--- src/emw_pkg.sv ---
// emw_pkg: constants, field layouts and carrier types for the external memory
// interface controller with page-based wait states.
// assumes: shared by emw_ext_mem and emw_wait_sel; no timescale in packages.
package emw_pkg;

   // ==========================================================================
   // register indices (byte address is four times the index)
   localparam logic [7:0] EMW_IDX_MCU_CONTROL = 8'h35;
   localparam logic [7:0] EMW_IDX_EXT_CONTROL = 8'h36;
   localparam logic [7:0] EMW_IDX_STATUS = 8'h37;

   // ==========================================================================
   // reset values
   localparam logic [7:0] EMW_MCU_CONTROL_RST = 8'h00;
   localparam logic [7:0] EMW_EXT_CONTROL_RST = 8'h00;

   // ==========================================================================
   // field positions
   localparam int EMW_BIT_ENABLE = 7;        // mcu_control: ext_mem_enable
   localparam int EMW_BIT_UPPER_WAIT_LO = 6; // mcu_control: upper_wait_lo
   localparam int EMW_BIT_LIMIT_B2 = 6;      // extended_mcu_control: page_limit_b2
   localparam int EMW_BIT_LIMIT_B1 = 5;
   localparam int EMW_BIT_LIMIT_B0 = 4;
   localparam int EMW_BIT_LOWER_WAIT_HI = 3; // extended_mcu_control
   localparam int EMW_BIT_LOWER_WAIT_LO = 2;
   localparam int EMW_BIT_UPPER_WAIT_HI = 1;

   // status register bit positions
   localparam int EMW_ST_BUSY = 0;
   localparam int EMW_ST_UPPER = 1;
   localparam int EMW_ST_EXTRA_LSB = 2;
   localparam int EMW_ST_GAP = 4;

   // ==========================================================================
   // address map and wait codes
   localparam logic [15:0] EMW_LOWER_PAGE_START = 16'h0460;
   localparam logic [1:0] EMW_WAIT_NONE = 2'h0;
   localparam logic [1:0] EMW_WAIT_ONE = 2'h1;
   localparam logic [1:0] EMW_WAIT_TWO = 2'h2;
   localparam logic [1:0] EMW_WAIT_TWO_GAP = 2'h3;

   // ==========================================================================
   // carriers
   typedef struct packed {
      logic [7:0] ad_out;    // muxed_addr_data drive value
      logic [7:0] ad_oe_n;   // low while driven
      logic [7:0] hi_out;    // high_addr drive value
      logic [7:0] hi_oe_n;
      logic ale;             // address latch strobe
      logic ale_oe_n;
      logic rd_n;
      logic rd_oe_n;
      logic wr_n;
      logic wr_oe_n;
   } emw_pins_t;

   typedef struct packed {
      logic [7:0] a_out;     // ordinary port values and directions (1 = output)
      logic [7:0] a_dir;
      logic [7:0] c_out;
      logic [7:0] c_dir;
      logic ale_out;
      logic ale_dir;
      logic rd_out;
      logic rd_dir;
      logic wr_out;
      logic wr_dir;
   } emw_gpio_t;

   typedef struct packed {
      logic ext;             // address lies in external space
      logic upper;           // access falls in the upper page
      logic [1:0] extra;     // strobe extension in cycles
      logic gap;             // one idle cycle before next address
   } emw_wait_t;

   // byte address of a register index
   function automatic logic [9:0] emw_byte_addr(input logic [7:0] idx);
      return {idx, 2'b00};
   endfunction

   // start of the upper page for a nonzero limit code
   function automatic logic [15:0] emw_upper_start(input logic [2:0] code);
      return {code, 13'h0000};
   endfunction

endpackage

--- src/emw_wait_sel.sv ---
// emw_wait_sel: picks page and wait-state timing for one data address.
// assumes: register images come straight from the register file; purely combinational.
`timescale 1ns/1ps
module emw_wait_sel
   import emw_pkg::*;
(
   // configuration
   input wire logic [7:0] mcu_control,
   input wire logic [7:0] ext_control,
   // address under decode
   input wire logic [15:0] addr,
   // result
   output emw_wait_t sel
);

   logic [2:0] limit;
   logic [1:0] code;

   // ==========================================================================
   // page split and code selection
   always_comb
   begin
      limit = {ext_control[EMW_BIT_LIMIT_B2], ext_control[EMW_BIT_LIMIT_B1], ext_control[EMW_BIT_LIMIT_B0]};
      sel.ext = mcu_control[EMW_BIT_ENABLE] && (addr >= EMW_LOWER_PAGE_START);
      // limit zero makes one page timed by the upper bits
      sel.upper = (limit == 3'h0) || (addr >= emw_upper_start(limit));
      if (sel.upper)
      begin
         code = {ext_control[EMW_BIT_UPPER_WAIT_HI], mcu_control[EMW_BIT_UPPER_WAIT_LO]};
      end
      else
      begin
         code = {ext_control[EMW_BIT_LOWER_WAIT_HI], ext_control[EMW_BIT_LOWER_WAIT_LO]};
      end
      // code 11 stretches like 10 and adds the address gap
      case (code)
         EMW_WAIT_NONE: sel.extra = 2'h0;
         EMW_WAIT_ONE: sel.extra = 2'h1;
         EMW_WAIT_TWO: sel.extra = 2'h2;
         default: sel.extra = 2'h2;
      endcase
      sel.gap = (code == EMW_WAIT_TWO_GAP);
   end

endmodule // emw_wait_sel

--- src/emw_ext_mem.sv ---
// emw_ext_mem: external data-memory interface controller with two wait-state pages,
// apb register file, core access port and pin multiplexing.
// assumes: one 50 MHz clock, async active-low reset, core inputs synchronous to clk.
//
// What this block does
// - enable bit hands pins to memory interface
// - enable clear keeps ordinary pin values, directions
// - two pages, each with own wait code
// - limit zero: one page, upper wait bits
// - upper code: ext bit1 high, main bit6 low
// - lower code: ext bits 3..2
// - codes 00/01/10/11 give 0/1/2/2+gap waits
// - lower from 0460, upper from code times 2000
// - latch pulse only when next access uses memory
// - address and data change only with latch pulse
// - address valid at latch fall, latch low during transfer
// - read/write strobes only for external accesses
//
// The APB register port is this design's own decision.
`timescale 1ns/1ps
module emw_ext_mem
   import emw_pkg::*;
#(
   parameter int APB_AW = 12
)
(
   // clock and reset
   input wire logic clk,
   input wire logic rst_n,
   // apb slave
   input wire logic psel,
   input wire logic penable,
   input wire logic pwrite,
   input wire logic [APB_AW-1:0] paddr,
   input wire logic [31:0] pwdata,
   input wire logic [3:0] pstrb,
   output logic [31:0] prdata,
   output logic pready,
   output logic pslverr,
   // core data-memory access port
   input wire logic core_req,
   input wire logic core_we,
   input wire logic [15:0] core_addr,
   input wire logic [7:0] core_wdata,
   output logic core_ready,
   output logic core_done,
   output logic core_internal,
   output logic [7:0] core_rdata,
   // ordinary port settings and pins
   input wire emw_gpio_t gpio,
   input wire logic [7:0] ad_in,
   output emw_pins_t pins
);

   typedef enum logic [2:0] {ST_IDLE, ST_ADDR, ST_STROBE, ST_GAP} emw_state_t;

   // ==========================================================================
   // declarations
   emw_state_t state_reg;
   logic [7:0] mcu_control_reg;
   logic [7:0] ext_control_reg;
   logic [15:0] addr_reg;
   logic [7:0] wdata_reg;
   logic we_reg;
   emw_wait_t sel_reg;
   emw_wait_t sel_now;
   logic [1:0] count_reg;
   logic [7:0] ad_out_reg;
   logic [7:0] hi_out_reg;
   logic ad_drive_reg;
   logic ale_reg;
   logic rd_n_reg;
   logic wr_n_reg;
   logic [7:0] rdata_reg;
   logic done_reg;
   logic internal_reg;
   logic [7:0] status_word;
   logic enable;
   logic take;
   logic take_ext;
   logic strobe_last;
   logic apb_access;
   logic apb_write;
   logic hit_mcu;
   logic hit_ext;
   logic hit_status;

   assign enable = mcu_control_reg[EMW_BIT_ENABLE];

   // ==========================================================================
   // wait-state selection for the address on offer
   emw_wait_sel u_wait_sel (
      .mcu_control(mcu_control_reg),
      .ext_control(ext_control_reg),
      .addr(core_addr),
      .sel(sel_now)
   );

   // ==========================================================================
   // apb decode; always ready, so every transfer ends in its first access cycle
   assign apb_access = psel && penable;
   assign apb_write = apb_access && pwrite && pstrb[0];
   assign hit_mcu = (paddr == APB_AW'(emw_byte_addr(EMW_IDX_MCU_CONTROL)));
   assign hit_ext = (paddr == APB_AW'(emw_byte_addr(EMW_IDX_EXT_CONTROL)));
   assign hit_status = (paddr == APB_AW'(emw_byte_addr(EMW_IDX_STATUS)));
   assign pready = 1'b1;
   assign pslverr = apb_access && !(hit_mcu || hit_ext || hit_status);

   // status shows the engine's own state
   always_comb
   begin
      status_word = 8'h00;
      status_word[EMW_ST_BUSY] = (state_reg != ST_IDLE);
      status_word[EMW_ST_UPPER] = sel_reg.upper;
      status_word[EMW_ST_EXTRA_LSB +: 2] = sel_reg.extra;
      status_word[EMW_ST_GAP] = sel_reg.gap;
   end

   // read mux; narrow registers sit in the low byte, unmapped reads as zero
   always_comb
   begin
      prdata = 32'h0000_0000;
      if (hit_mcu)
      begin
         prdata = {24'h00_0000, mcu_control_reg};
      end
      else if (hit_ext)
      begin
         prdata = {24'h00_0000, ext_control_reg};
      end
      else if (hit_status)
      begin
         prdata = {24'h00_0000, status_word};
      end
   end

   // ==========================================================================
   // configuration registers; the status word ignores writes
   always_ff @(posedge clk or negedge rst_n)
   begin
      if (!rst_n)
      begin
         mcu_control_reg <= EMW_MCU_CONTROL_RST;
         ext_control_reg <= EMW_EXT_CONTROL_RST;
      end
      else if (apb_write && hit_mcu)
      begin
         mcu_control_reg <= pwdata[7:0];
      end
      else if (apb_write && hit_ext)
      begin
         ext_control_reg <= pwdata[7:0];
      end
   end

   // ==========================================================================
   // request acceptance: only in idle, so a gap cycle stalls the core
   assign core_ready = (state_reg == ST_IDLE);
   assign take = core_ready && core_req;
   assign take_ext = take && sel_now.ext;
   assign strobe_last = (state_reg == ST_STROBE) && (count_reg == 2'h0);

   // ==========================================================================
   // access sequencer: addr (latch high) -> strobe (1 + extra cycles) -> gap?
   always_ff @(posedge clk or negedge rst_n)
   begin
      if (!rst_n)
      begin
         state_reg <= ST_IDLE;
         count_reg <= 2'h0;
      end
      else
      begin
         case (state_reg)
            ST_IDLE:
            begin
               if (take_ext)
               begin
                  state_reg <= ST_ADDR;
               end
            end
            ST_ADDR:
            begin
               state_reg <= ST_STROBE;
               count_reg <= sel_reg.extra;
            end
            ST_STROBE:
            begin
               if (count_reg != 2'h0)
               begin
                  count_reg <= count_reg - 2'h1;
               end
               else if (sel_reg.gap)
               begin
                  state_reg <= ST_GAP;
               end
               else
               begin
                  state_reg <= ST_IDLE;
               end
            end
            ST_GAP:
            begin
               state_reg <= ST_IDLE;
            end
            default:
            begin
               state_reg <= ST_IDLE;
            end
         endcase
      end
   end

   // ==========================================================================
   // request capture; held through the whole access
   always_ff @(posedge clk or negedge rst_n)
   begin
      if (!rst_n)
      begin
         addr_reg <= 16'h0000;
         wdata_reg <= 8'h00;
         we_reg <= 1'b0;
         sel_reg <= '0;
      end
      else if (take_ext)
      begin
         addr_reg <= core_addr;
         wdata_reg <= core_wdata;
         we_reg <= core_we;
         sel_reg <= sel_now;
      end
   end

   // ==========================================================================
   // address latch strobe: one pulse per external access, low for the transfer
   always_ff @(posedge clk or negedge rst_n)
   begin
      if (!rst_n)
      begin
         ale_reg <= 1'b0;
      end
      else
      begin
         // pulses only when a memory access follows, never on idle cycles
         ale_reg <= take_ext;
      end
   end

   // ==========================================================================
   // address and data drive; values change when an address is taken and again at the latch fall
   always_ff @(posedge clk or negedge rst_n)
   begin
      if (!rst_n)
      begin
         ad_out_reg <= 8'h00;
         hi_out_reg <= 8'h00;
         ad_drive_reg <= 1'b0;
      end
      else if (take_ext)
      begin
         ad_out_reg <= core_addr[7:0];
         hi_out_reg <= core_addr[15:8];
         ad_drive_reg <= 1'b1;
      end
      else if (state_reg == ST_ADDR)
      begin
         // at the latch fall the low byte has been stable for a full cycle
         ad_out_reg <= we_reg ? wdata_reg : ad_out_reg;
         ad_drive_reg <= we_reg; // release the port for read data
      end
   end

   // ==========================================================================
   // read and write strobes, external accesses only
   always_ff @(posedge clk or negedge rst_n)
   begin
      if (!rst_n)
      begin
         rd_n_reg <= 1'b1;
         wr_n_reg <= 1'b1;
      end
      else if (state_reg == ST_ADDR)
      begin
         rd_n_reg <= we_reg;
         wr_n_reg <= !we_reg;
      end
      else if (strobe_last)
      begin
         rd_n_reg <= 1'b1;
         wr_n_reg <= 1'b1;
      end
   end

   // ==========================================================================
   // completion toward the core; internal space answers at once
   always_ff @(posedge clk or negedge rst_n)
   begin
      if (!rst_n)
      begin
         done_reg <= 1'b0;
         internal_reg <= 1'b0;
         rdata_reg <= 8'h00;
      end
      else
      begin
         // internal accesses never touch the strobes or the pins
         internal_reg <= take && !sel_now.ext;
         done_reg <= (take && !sel_now.ext) || strobe_last;
         if (strobe_last && !we_reg)
         begin
            rdata_reg <= ad_in; // sampled in the last strobe cycle
         end
      end
   end

   assign core_done = done_reg;
   assign core_internal = internal_reg;
   assign core_rdata = rdata_reg;

   // ==========================================================================
   // pin multiplexing: enable overrides direction settings
   always_comb
   begin
      if (enable)
      begin
         pins.ad_out = ad_out_reg;
         pins.ad_oe_n = {8{!ad_drive_reg}};
         pins.hi_out = hi_out_reg;
         pins.hi_oe_n = 8'h00;
         pins.ale = ale_reg;
         pins.ale_oe_n = 1'b0;
         pins.rd_n = rd_n_reg;
         pins.rd_oe_n = 1'b0;
         pins.wr_n = wr_n_reg;
         pins.wr_oe_n = 1'b0;
      end
      else
      begin
         // interface disabled: ordinary values and directions pass through
         pins.ad_out = gpio.a_out;
         pins.ad_oe_n = ~gpio.a_dir;
         pins.hi_out = gpio.c_out;
         pins.hi_oe_n = ~gpio.c_dir;
         pins.ale = gpio.ale_out;
         pins.ale_oe_n = !gpio.ale_dir;
         pins.rd_n = gpio.rd_out;
         pins.rd_oe_n = !gpio.rd_dir;
         pins.wr_n = gpio.wr_out;
         pins.wr_oe_n = !gpio.wr_dir;
      end
   end

endmodule // emw_ext_mem

--- config.mk ---
export PLATFORM = sky130hd
export DESIGN_NAME = emw_ext_mem
export DESIGN_NICKNAME = d
export VERILOG_FILES = /design/src/emw_pkg.sv /design/src/emw_wait_sel.sv /design/src/emw_ext_mem.sv
export SDC_FILE = /design/constraint.sdc
export NUM_CORES = 1
export LEC_CHECK = 0
export BUFFER_PORTS_ARGS = -buffer_cell sky130_fd_sc_hd__buf_2
export CAP_MARGIN = 15
export CORE_MARGIN = 10
export CORE_UTILIZATION = 47
export DETAILED_ROUTE_END_ITERATION = 6
export PLACE_DENSITY = 0.86
export SYNTH_ARGS = -nofsm -noshare
export SYNTH_HDL_FRONTEND = slang
export SYNTH_SLANG_ARGS = --single-unit
--- constraint.sdc ---
create_clock -name clk -period 2.8 [get_ports clk]
set_input_delay 0 -clock clk [delete_from_list [all_inputs] [get_ports clk]]
set_output_delay 0 -clock clk [all_outputs]
set_load 0.005 [all_outputs]
# Word level (Yosys, flattened, before mapping)
# Cells that the tools add are included.
classes:
  add_sub_neg: 1
  n_lt_le_gt_ge: 2
  n_eq_ne: 10
  mux: 20
  n_bitwise: 3
  reduce_logical: 37
op_table:
  columns: ["operator", "count"]
  rows:
  - ["$mux W32", 2]
  - ["$mux W38", 1]
  - ["$eq A12 B8 Y1 const B", 3]
  - ["$mux W8", 3]
  - ["$ge A16 B11 Y1 const B", 1]
  - ["$ge A16 B16 Y1", 1]
  - ["$not A8 Y8", 2]
  - ["$logic_and A1 B1 Y1", 12]
  - ["$reduce_bool A2 Y1", 5]
  - ["$pmux W3 S3", 1]
  - ["$pmux W2 S2", 2]
  - ["$reduce_and A2 Y1", 4]
  - ["$logic_not A1 Y1", 7]
  - ["$logic_not A3 Y1", 2]
  - ["$mux W2", 3]
  - ["$mux W3", 2]
  - ["$mux W1", 5]
  - ["$mux W5", 1]
  - ["$logic_not A2 Y1", 2]
  - ["$logic_or A1 B1 Y1", 4]
  - ["$ne A2 B1 Y1 const B", 2]
  - ["$eq A3 B1 Y1 const B", 1]
  - ["$eq A3 B2 Y1 const B", 1]
  - ["$reduce_bool A3 Y1", 1]
  - ["5 further kinds", 5]
totals:
  reg_bits: 64
  in_bits: 125

# Depth between registers and ports, before layout
# Gate-level depths: netlist (run 1).
depth:
  depth_word: 6
  depth_mapped: 7
  depth_no_buf: 7

# Modules after synthesis
# A second synthesis (run 1) with hierarchy kept.
unflattened:
  cells_unflattened: 321
  hier_area_um2: 3542.1
by_module_without_submodules:
  columns: ["module", "n_inst", "cells_each", "area_per_inst_um2", "seq_area_each_um2"]
  rows:
  - ["emw_ext_mem", 1, 289, 3324.4, 1579.0]
  - ["emw_wait_sel", 1, 32, 217.7, 0.0]

# Least setup slack after synthesis (run 1)
# Ideal clock, no wire load.
synth_path:
  kind: "register to register"
  start: "reg state_reg[1]"
  end: "reg hi_out_reg[1]"
  setup_time_ns: 0.125
  t_arrival_ns: 1.703
  slack_ns: 0.972
  stages_incl_launch_ff: 7
  n_path_buf: 2
  synth_period_minus_slack_ns: 1.828
  path_cell_list: "dfrtp_1 clkbuf_1 nor2_1 nand3_1 nor2_2 buf_2 mux2_2"
synth_between:
  elab_chain_cells: 3
synth_lines:
  columns: ["item", "line", "source"]
  rows:
  - ["from (decl)", "emw_ext_mem.sv:59", "emw_state_t state_reg;"]
  - ["from (signal assigned)", "emw_ext_mem.sv:169", "state_reg <= ST_IDLE;"]
  - ["from (signal assigned)", "emw_ext_mem.sv:179", "state_reg <= ST_ADDR;"]
  - ["from (signal assigned)", "emw_ext_mem.sv:184", "state_reg <= ST_STROBE;"]
  - ["$logic_not A3 Y1", "emw_ext_mem.sv:158", "assign core_ready = (state_reg == ST_IDLE);"]
  - ["net core_ready", "emw_ext_mem.sv:45", "output logic core_ready,"]
  - ["$logic_and A1 B1 Y1", "emw_ext_mem.sv:159", "assign take = core_ready && core_req;"]
  - ["$logic_and A1 B1 Y1", "emw_ext_mem.sv:160", "assign take_ext = take && sel_now.ext;"]
  - ["to (signal assigned)", "emw_ext_mem.sv:262", "hi_out_reg <= core_addr[15:8];"]
  - ["to (decl)", "emw_ext_mem.sv:69", "logic [7:0] hi_out_reg;"]
# The timed path passes the listed nets, and every way through them passes these cells.
# A chain may end at the register's enable or synchronous reset.

# Worst setup path after layout (run 1)
layout_path:
  start: "in core_addr[15]"
  end: "reg wdata_reg[6]"
layout_between:
  elab_chain_cells: 3
layout_lines:
  columns: ["item", "line", "source"]
  rows:
  - ["from (decl)", "emw_ext_mem.sv:43", "input wire logic [15:0] core_addr,"]
  - ["$ge A16 B11 Y1", "emw_wait_sel.sv:24", "sel.ext = mcu_control[EMW_BIT_ENABLE] && (addr >= EMW_LOWER_PAGE_START);"]
  - ["$logic_and A1 B1 Y1", "emw_wait_sel.sv:24", null]
  - ["$logic_and A1 B1 Y1", "emw_ext_mem.sv:160", null]
  - ["to (signal assigned)", "emw_ext_mem.sv:228", "wdata_reg <= core_wdata;"]
  - ["to (decl)", "emw_ext_mem.sv:63", "logic [7:0] wdata_reg;"]
# Every way passes these cells.

==> results of run 1 <==
-- metrics by stage --
stage          cells  hold slack (ps)
2_1_floorplan    328           -295.6
3_3_place_gp     543            6.946
3_5_place_dp     543            13.82
4_1_cts          602            203.7
5_1_grt          603            218.1
6_report         603            186.7
-- power groups by stage --
stage	registers, mW	logic (mW)	clock network [mW]
5_1_grt	0.917	0.257	0.826
2_1_floorplan	0.934	0.0746	0
3_3_place_gp	0.934	0.174	0
4_1_cts	0.918	0.229	0.785
3_5_place_dp	0.935	0.179	0
6_report	0.918	0.232	0.767
-- placed cells by master, fill, tap and decap left out, types with 3 or more instances in the layout --
cell / netlist / final
nor2_1: 17 / 17
clkinv_2: 0 / 3
dfrtp_1: 61 / 61
o21ai_0: 22 / 22
nor3_1: 3 / 3
nand2b_1: 3 / 3
buf_4: 25 / 3
a22o_1: 3 / 3
clkbuf_8: 0 / 10
ha_1: 4 / 4
mux2_2: 60 / 60
o211ai_1: 4 / 4
dlygate4sd3_1: 0 / 43
nand2_1: 21 / 21
mux2i_1: 15 / 15
inv_1: 7 / 7
a21oi_1: 9 / 9
nand3_1: 3 / 3
conb_1: 2 / 25
buf_2: 2 / 155
-- layer usage --
layer	track usage, %	wire (um)
met1	20.58	4172
met2	35.45	5847
met3	6.020	825
met4	6.961	191
met5	0	0
-- cells in the mapped netlist, types with 3 or more instances --
library cell / number
dfrtp_1: 61
mux2_2: 60
buf_4: 25
o21ai_0: 22
nand2_1: 21
nor2_1: 17
mux2i_1: 15
a21oi_1: 9
clkbuf_1: 9
inv_1: 7
ha_1: 4
o211ai_1: 4
a22o_1: 3
nand2b_1: 3
nand3_1: 3
nor3_1: 3
-- path summary, 6_finish.rpt --
check	endpoint	slack, ps	cells after the start
worst max-delay path	wdata_reg[6]	590	7
worst min-delay path	mcu_control_reg[2]	190	2
worst max register to register	wdata_reg[6]	670	5
worst min register to register	rd_n_reg	500	2
max in group asynchronous	rd_n_reg	1670	3
min in group clk	pins[8]	220	3
-- cells by family (layout without fill, tap and decap cells) --
family                   count (synthesis)  after routing  synth area share, %
AO/OA/AOI/OAI                           45             45                8.033
multiplexers                            75             75                24.32
adder cells (fa/ha/maj)                  4              4                1.474
XOR/XNOR                                 1              1               0.2580
flip-flops                              63             63                46.50
other                                    2             26               0.2212
AND/OR/NAND/NOR                         67             67                10.50
buffers and inverters                   48            226                8.696
-- final cells by class --
| type | instances | area [sq um] | area share [%] |
|---|---|---|---|
| clock inverters | 4 | 45.04 | 0.9417 |
| diodes | 1 | 2.502 | 0.05231 |
| flip-flops and latches | 63 | 1579 | 33.01 |
| clock buffers | 12 | 145.1 | 3.034 |
| inverters | 8 | 30.03 | 0.6278 |
| repair buffers | 202 | 1249 | 26.11 |
| well taps | 96 | 120.1 | 2.511 |
| multi-input cells | 217 | 1613 | 33.72 |
==> flow_summary.toml, run 1 <==
[layout]
nets = 630
fin_area_sq_um = 4783
final_util_pct = 69.26
fillCellCount = 539
drive_gt1_share_pct = 48.02
area_growth_pct = 40.86

[clock_network]
clkSinkCount = 63
cts_resized = 0
postCtsSetupBuffers = 0
cts_tree = "done"
insertion_delay_ps = 330
path_clk_slew_ps = 70
cts_buffers = 9
htreeDepth = 3
root_buffer = "clkbuf_8"
holdBufCountCts = 43
cts_buffer_depth = 2

[floorplanning]
core_area_sq_um = 6907
dieArea_sq_um = 11030
dieWidth_um = 105
dieHeight_um = 105
row_count = 30
ios = 208
start_util_pct = 49.17

[detailed_routing]
drc = 0
dr.first_iter.drc_count = 72
totalWireLength_mm = 11.04
vias_per_cell = 5.045
num_vias = 3042
avgRoutedWirePerCell_um = 18.30
drt_pass1_iterations = 5
ant_nets = 0

[grt]
grt_pass1_wl_mm = 17.57
grt_antenna_before_repair = 1
grtUsageTotal_pct = 19.46
grt_overflow_total = 0
grt_start_max_net_pins = 40
grt_pass1_vias = 3247

[sta]
min_period_ps = 2210
fmax_mhz = 452.5
hold_viol = 0
fin_tns_setup_ps = 0
worstMarginPinSlew_ps = 573.3
maxSlewViolCount = 0
clock_skew_ps = 5.105
rsz0062_at_grt = "no"
final-setup-viol-count = 0
fin_ws_ps = 590.0
slew_headroom_pct = 61.69
period_share_pct = 78.93

[power_and_ir_drop]
p_leak_nw = 2.491
internal-power_mw = 1.477
power_mw = 1.917
pwr-share-clk_pct = 40.0
combPwrFrac_pct = 12.1
p_sw_mw = 0.4397
p_sw_share_pct = 22.93
vdd_drop_max_v = 0.0003318
pwr_density_cell_nw_per_um2 = 400.8
p_seq_share_pct = 47.9

[worst_setup_path]
crit_chain = "dlygate4sd3_1, buf_2, or4_1, a211oi_2, nor2_4, buf_12, mux2_2"
worstPathRequired_ps = 3010
critPathBufInv = 3
cp-startpoint = "core_addr[15]"
critPathSlowestCell = "dlygate4sd3_1"
arrival_ps = 2420
crit_type = "in2reg"
worstSetupStartpointType = "input pin"
crit_fanout = 31
cpPeakStageDelay_ps = 550
critical_path.top_delay_family = "buffers and inverters"
crit_path_end_kind = "flop"
r2r-start = "state_reg[1]"

[synth]
synth_largest_type_area_fraction_pct = 44.95
yosysSeqAreaShare_pct = 46.50
synth_top_area_cell = "dfrtp_1"
synth-seq-cells = 63
synth_edf_count = 0
synth_area_sq_um = 3396
yosys-top-cells-area = "dfrtp_1 (45%), mux2_2 (20%), buf_4 (5.5%)"
synthCells = 305
yosys_warnings = 0
ys_types = 46
syn_avg_cell_area_sq_um = 11.13
async_reset_ff_share_pct = 100.0
synthFlopType = "dfrtp_1"

[placed_design]
gp_congestion = 0.9040
dp_hpwl_mm = 8.328
placed_area_sq_um = 4160
dp_slack_ps = 690.9
io_buffers = 155

[flow_run]
maxCapViolCount = 0

[run_status]
status = "completed"

[min_path]
worstHoldPathType = "in2async"
Note: power is estimated with default switching activity, not from simulation.
==> inputs of run 2 (changes only) <==
ABC_AREA = 1   (was not set)
CORE_UTILIZATION = 40   (was 47)
PLACE_DENSITY = 0.77   (was 0.86)
clock period = 1.94 ns   (was 2.8 ns; I/O delays follow)
==> run 2 against run 1 <==
Against the previous run:
- wire length grew 10%
- clock power grew 66%
- first-iteration DRC count grew 140%
- register-to-register slack lost 470 ps
- die area grew 22%
- hold slack lost 130 ps
- worst setup slack lost 390 ps
- total power grew to 2.8 times the previous value
- sequential share of layout area shrank 1.9 points
- combinational power grew to 8.6 times the previous value
- largest power group unchanged
==> flow_summary.toml, run 2 <==
[run_status]
status = "completed"

[layout]
area_growth_pct = 38.19
layout_commonest_cell = "nand2_1"
final_util_pct = 57.41
fillCellCount = 794
drive_gt1_share_pct = 31.99
nets = 793
most-common-layout-cells = "nand2_1 (156), buf_2 (155), dfrtp_1 (61)"
finalNonFillerCells = 780

[synth]
synth_largest_type_area_fraction_pct = 41.52
synth_top_area_cell = "dfrtp_1"
syn_avg_cell_area_sq_um = 7.821
ys_types = 39
yosysMostFrequentCell = "nand2_1"
ys_top_cells_by_count = "nand2_1 (156), dfrtp_1 (61), nor2_1 (40)"
yosysSeqAreaShare_pct = 42.95
synthFlopType = "dfrtp_1"
synth_area_sq_um = 3676
synth-seq-cells = 63
yosys-top-cells-area = "dfrtp_1 (42%), nand2_1 (16%), buf_4 (5.7%)"
synthCells = 470
synth_edf_count = 0
yosys_warnings = 0
async_reset_ff_share_pct = 100.0

[floorplanning]
row_count = 34
ios = 208
core_area_sq_um = 8848
start_util_pct = 41.54
dieArea_sq_um = 13420
dieHeight_um = 115.9
dieWidth_um = 115.9

[clock_network]
root_buffer = "clkbuf_8"
postCtsSetupBuffers = 0
cts_buffer_depth = 2
insertion_delay_ps = 350
cts_resized = 0
clkSinkCount = 63
cts_buffers = 9
cts_tree = "done"
htreeDepth = 3
path_clk_slew_ps = 70

[grt]
grt_antenna_before_repair = 3
grt_overflow_total = 0
grt_start_max_net_pins = 55
grt_pass1_vias = 3827
grtUsageTotal_pct = 17.62
grt_pass1_wl_mm = 18.98

[detailed_routing]
top_layer = "met4"
num_vias = 3761
wl_met2_mm = 6.209
m1WireLength_mm = 4.555
wl_met3_mm = 1.148
drc = 0
drt_pass1_iterations = 4
avgRoutedWirePerCell_um = 15.63
vias_per_cell = 4.822
totalWireLength_mm = 12.19
dr.first_iter.drc_count = 173
ant_nets = 0

[placed_design]
gp_congestion = 0.8233
dp_hpwl_mm = 9.072
io_buffers = 155
dp_cells = 719
dp_slack_ps = 239.2

[sta]
fin_tns_setup_ps = 0
hold_viol = 0
period_share_pct = 89.66
fin_ws_ps = 200.7
maxSlewViolCount = 0
final-setup-viol-count = 0
clock_skew_ps = 12.06
min_period_ps = 1739
fmax_mhz = 574.9
rsz0062_at_grt = "no"

[flow_run]
maxCapViolCount = 0

[worst_setup_path]
worstPathRequired_ps = 2180
arrival_ps = 1980
crit_type = "reg2reg"
crit_path_end_kind = "flop"
crit_fanout = 4
worstSetupStartpointType = "flop"

[power_and_ir_drop]
power_mw = 5.290
pwr_density_cell_nw_per_um2 = 1041
p_leak_nw = 2.912
vdd_drop_max_v = 0.0003960

[min_path]
worstHoldPathType = "in2async"
[run 2: stage by stage]
stage / hold slack, ps / instance area [sq um]
floorplan: -295.6 / 3762
global placement: -119.8 / 4432
detailed placement: -109.9 / 4432
CTS: 54.20 / 5072
global route: 75.61 / 5080
finish: 58.84 / 5080
[run 2: path summary, 6_finish.rpt]
check,slack [ps],cells after the start,start,endpoint
setup / recovery,200,9,ext_control_reg[6],sel_reg[0]
hold reg to reg,490,2,hi_out_reg[6],hi_out_reg[6]
hold / removal,60,2,rst_n,mcu_control_reg[4]
setup reg to reg,200,9,ext_control_reg[6],sel_reg[0]
min in group clk,70,5,core_req,core_internal
max in group asynchronous,1260,3,rst_n,wr_n_reg
[run 2: cells by family (layout without fill, tap and decap cells)]
kind of cell / after synthesis / after routing / share of synthesized area (%)
adder cells (fa/ha/maj): 4 / 4 / 1.362
other: 2 / 28 / 0.2043
buffers and inverters: 84 / 260 / 12.39
AO/OA/AOI/OAI: 45 / 45 / 7.318
AND/OR/NAND/NOR: 262 / 262 / 31.89
multiplexers: 10 / 10 / 3.880
flip-flops: 63 / 63 / 42.95
[run 2: cell type report]
cell class / count / area [sq um] / area share, %
antenna: 3 / 7.507 / 0.1478
clock buffer: 9 / 123.9 / 2.438
clock inverter: 7 / 96.34 / 1.897
inverter: 41 / 156.4 / 3.079
multi-input combinational: 346 / 1728 / 34.01
sequential: 63 / 1579 / 31.08
tap: 108 / 135.1 / 2.660
timing repair buffer: 203 / 1254 / 24.68
[run 2: what timing repair did]
action	4_1_cts	5_1_grt
hold buffers	42	0
setup endpoints to repair	0	0
hold endpoints to repair	110	0
[run 2: metal layers]
layer  global-route usage (%)  up-vias
li1                         -     1842
met1                    18.81     1722
met2                    31.85      173
met3                    5.375       24
met4                    6.839        0
met5                        0        -
[run 2: worst max-delay path, stage by stage (launching register included)]
cell and delay [ps]:
dfrtp_1 360, inv_1 110, ha_1 280, a21o_1 170
nor2_1 220, nand3_1 180, nand2_1 90, nand2_1 70
nand3_1 90, nand2_1 50
[run 2: report_power, final]
part           leakage [nW]  switching, mW  internal, mW
Combinational          2.05           1.09         0.916
Clock                 0.102          0.548         0.725
Sequential            0.765          0.250          1.76
Total                  2.91           1.89          3.40
==> inputs of run 3 (changes only) <==
SETUP_SLACK_MARGIN = 0.3   (was not set)
==> run 3 against run 2 <==
Against the previous run:
- non-clock buffer count up 2
- combinational power about the same
- cell count up 0.26%
- first-iteration DRC count down 17%
- via count down 0.21%
- design area up 1.5%
- clock power about the same
- register-to-register slack better by 200 ps
- clock skew down 1.7 ps
- largest cell class unchanged
- largest power group is now combinational cells
==> flow_summary.toml, run 3 (same netlist as run 2, synthesis figures left out) <==
[power_and_ir_drop]
power_mw = 5.308
pwr_density_cell_nw_per_um2 = 1029
p_leak_nw = 2.924
vdd_drop_max_v = 0.0004117

[worst_setup_path]
crit_path_end_kind = "flop"
reg2reg_setup_slack_ps = 400
crit_fanout = 4
r2r_cells = 12
cpPeakStageDelay_ps = 380
arrival_ps = 1770
worstPathRequired_ps = 2170
critPathSlowestCell = "dfrtp_1"
r2r-start = "ext_control_reg[5]"
crit_type = "reg2reg"
crit_chain = "inv_2, ha_1, nand2_1, inv_1, nand2_1, nor2_2, nand2_2, nand3_2, nand2_1, nand2_2, nand3_1, nand2_1"
crit_top_cell = "nand2_1"
r2r-end = "sel_reg[0]"
worstSetupStartpointType = "flop"

[sta]
maxSlewViolCount = 0
fin_tns_setup_ps = 0
final-setup-viol-count = 0
clock_skew_ps = 10.37
period_share_pct = 79.37
rsz0062_at_grt = "yes"
min_period_ps = 1540
hold_viol = 0
fmax_mhz = 649.4

[clock_network]
root_buffer = "clkbuf_8"
htreeDepth = 3
path_clk_slew_ps = 70
cts_buffers = 9
cts_tree = "done"
cts_buffer_depth = 2
clkSinkCount = 63
insertion_delay_ps = 350

[detailed_routing]
drt_pass1_iterations = 4
ant_nets = 0
num_vias = 3753
totalWireLength_mm = 12.21
avgRoutedWirePerCell_um = 15.62
drc = 0
vias_per_cell = 4.799
dr.first_iter.drc_count = 143

[layout]
multi_input_area_sq_um = 1760
drive_gt1_share_pct = 33.68
area_growth_pct = 40.27
most-common-layout-cells = "buf_2 (155), nand2_1 (154), dfrtp_1 (60)"
nets = 795
seqCellArea_sq_um = 1580
layout_commonest_cell = "buf_2"
final_util_pct = 58.27
finalNonFillerCells = 782
fillCellCount = 786

[floorplanning]
start_util_pct = 41.54
core_area_sq_um = 8848
ios = 208
row_count = 34
dieWidth_um = 115.9
dieArea_sq_um = 13420
dieHeight_um = 115.9

[grt]
grt_antenna_before_repair = 3
grt_start_max_net_pins = 55
grtUsageTotal_pct = 17.68
grt_pass1_wl_mm = 19.04
grt_pass1_vias = 3837
grt_overflow_total = 0

[placed_design]
gp_congestion = 0.8233
dp_hpwl_mm = 9.072
io_buffers = 155
dp_cells = 719

[run_status]
status = "completed"

[flow_run]
maxCapViolCount = 0

[min_path]
worstHoldPathType = "in2async"
[run 3: timing repair]
| item | CTS | global route |
|---|---|---|
| hold buffers | 42 | 0 |
| setup endpoints to repair | 3 | 46 |
| gates cloned | 0 | 0 |
| gates resized for setup | 3 | 11 |
| setup buffers | 0 | 2 |
| endpoints found under the hold margin | 110 | 0 |
[run 3: per-layer routing]
metal	vias to the layer above	part of all wire (%)	GRT usage, %	wire, um
met3	20	9.3	5.375	1136
met4	0	1.8	6.839	223
li1	1849	-	-	-
met2	169	51	32.04	6257
met5	-	0	0	0
met1	1715	38	18.84	4594
[run 3: area by class of cell]
type / count / area share (%)
flip-flops and latches: 63 / 30.65
clock inverters: 7 / 1.868
multi-input cells: 346 / 34.14
well taps: 108 / 2.621
diodes: 3 / 0.1456
repair buffers: 205 / 25.07
clock buffers: 9 / 2.402
inverters: 41 / 3.106
[run 3: how the worst max path moves through the flow]
stage | from | to | depth (start not counted)
2_1_floorplan | ext_control_reg[6] | sel_reg[0] | 9
3_3_place_gp | ext_control_reg[6] | sel_reg[1] | 9
3_5_place_dp | ext_control_reg[6] | sel_reg[0] | 9
4_1_cts | mcu_control_reg[7] | pins[29] | 4
6_report | ext_control_reg[5] | sel_reg[0] | 12
5_1_grt | ext_control_reg[5] | sel_reg[0] | 12
[run 3: per-stage QoR]
stage / hold WS, ps / setup slack (ps) / instance area, sq um
4_1_cts: 54.20 / 308.8 / 5085
6_report: 56.25 / 400.1 / 5156
3_3_place_gp: -119.8 / 322.6 / 4432
2_1_floorplan: -295.6 / 440.6 / 3762
3_5_place_dp: -109.9 / 239.2 / 4432
5_1_grt: 75.61 / 282.4 / 5156
[run 3: where the power goes]
part	switching (mW)	leakage [nW]	internal, mW	total [mW]
sequential	0.247	0.765	1.76	2.01
clock	0.550	0.102	0.725	1.27
combinational	1.09	2.06	0.928	2.02
[run 3: worst max-delay path, delay by kind of cell (launching register included)]
family                     cells  cell delay [ps]
adders and majority gates      1              250
buffers and inverters          2              130
DFF                            1              380
and+or+nand+nor                9              670
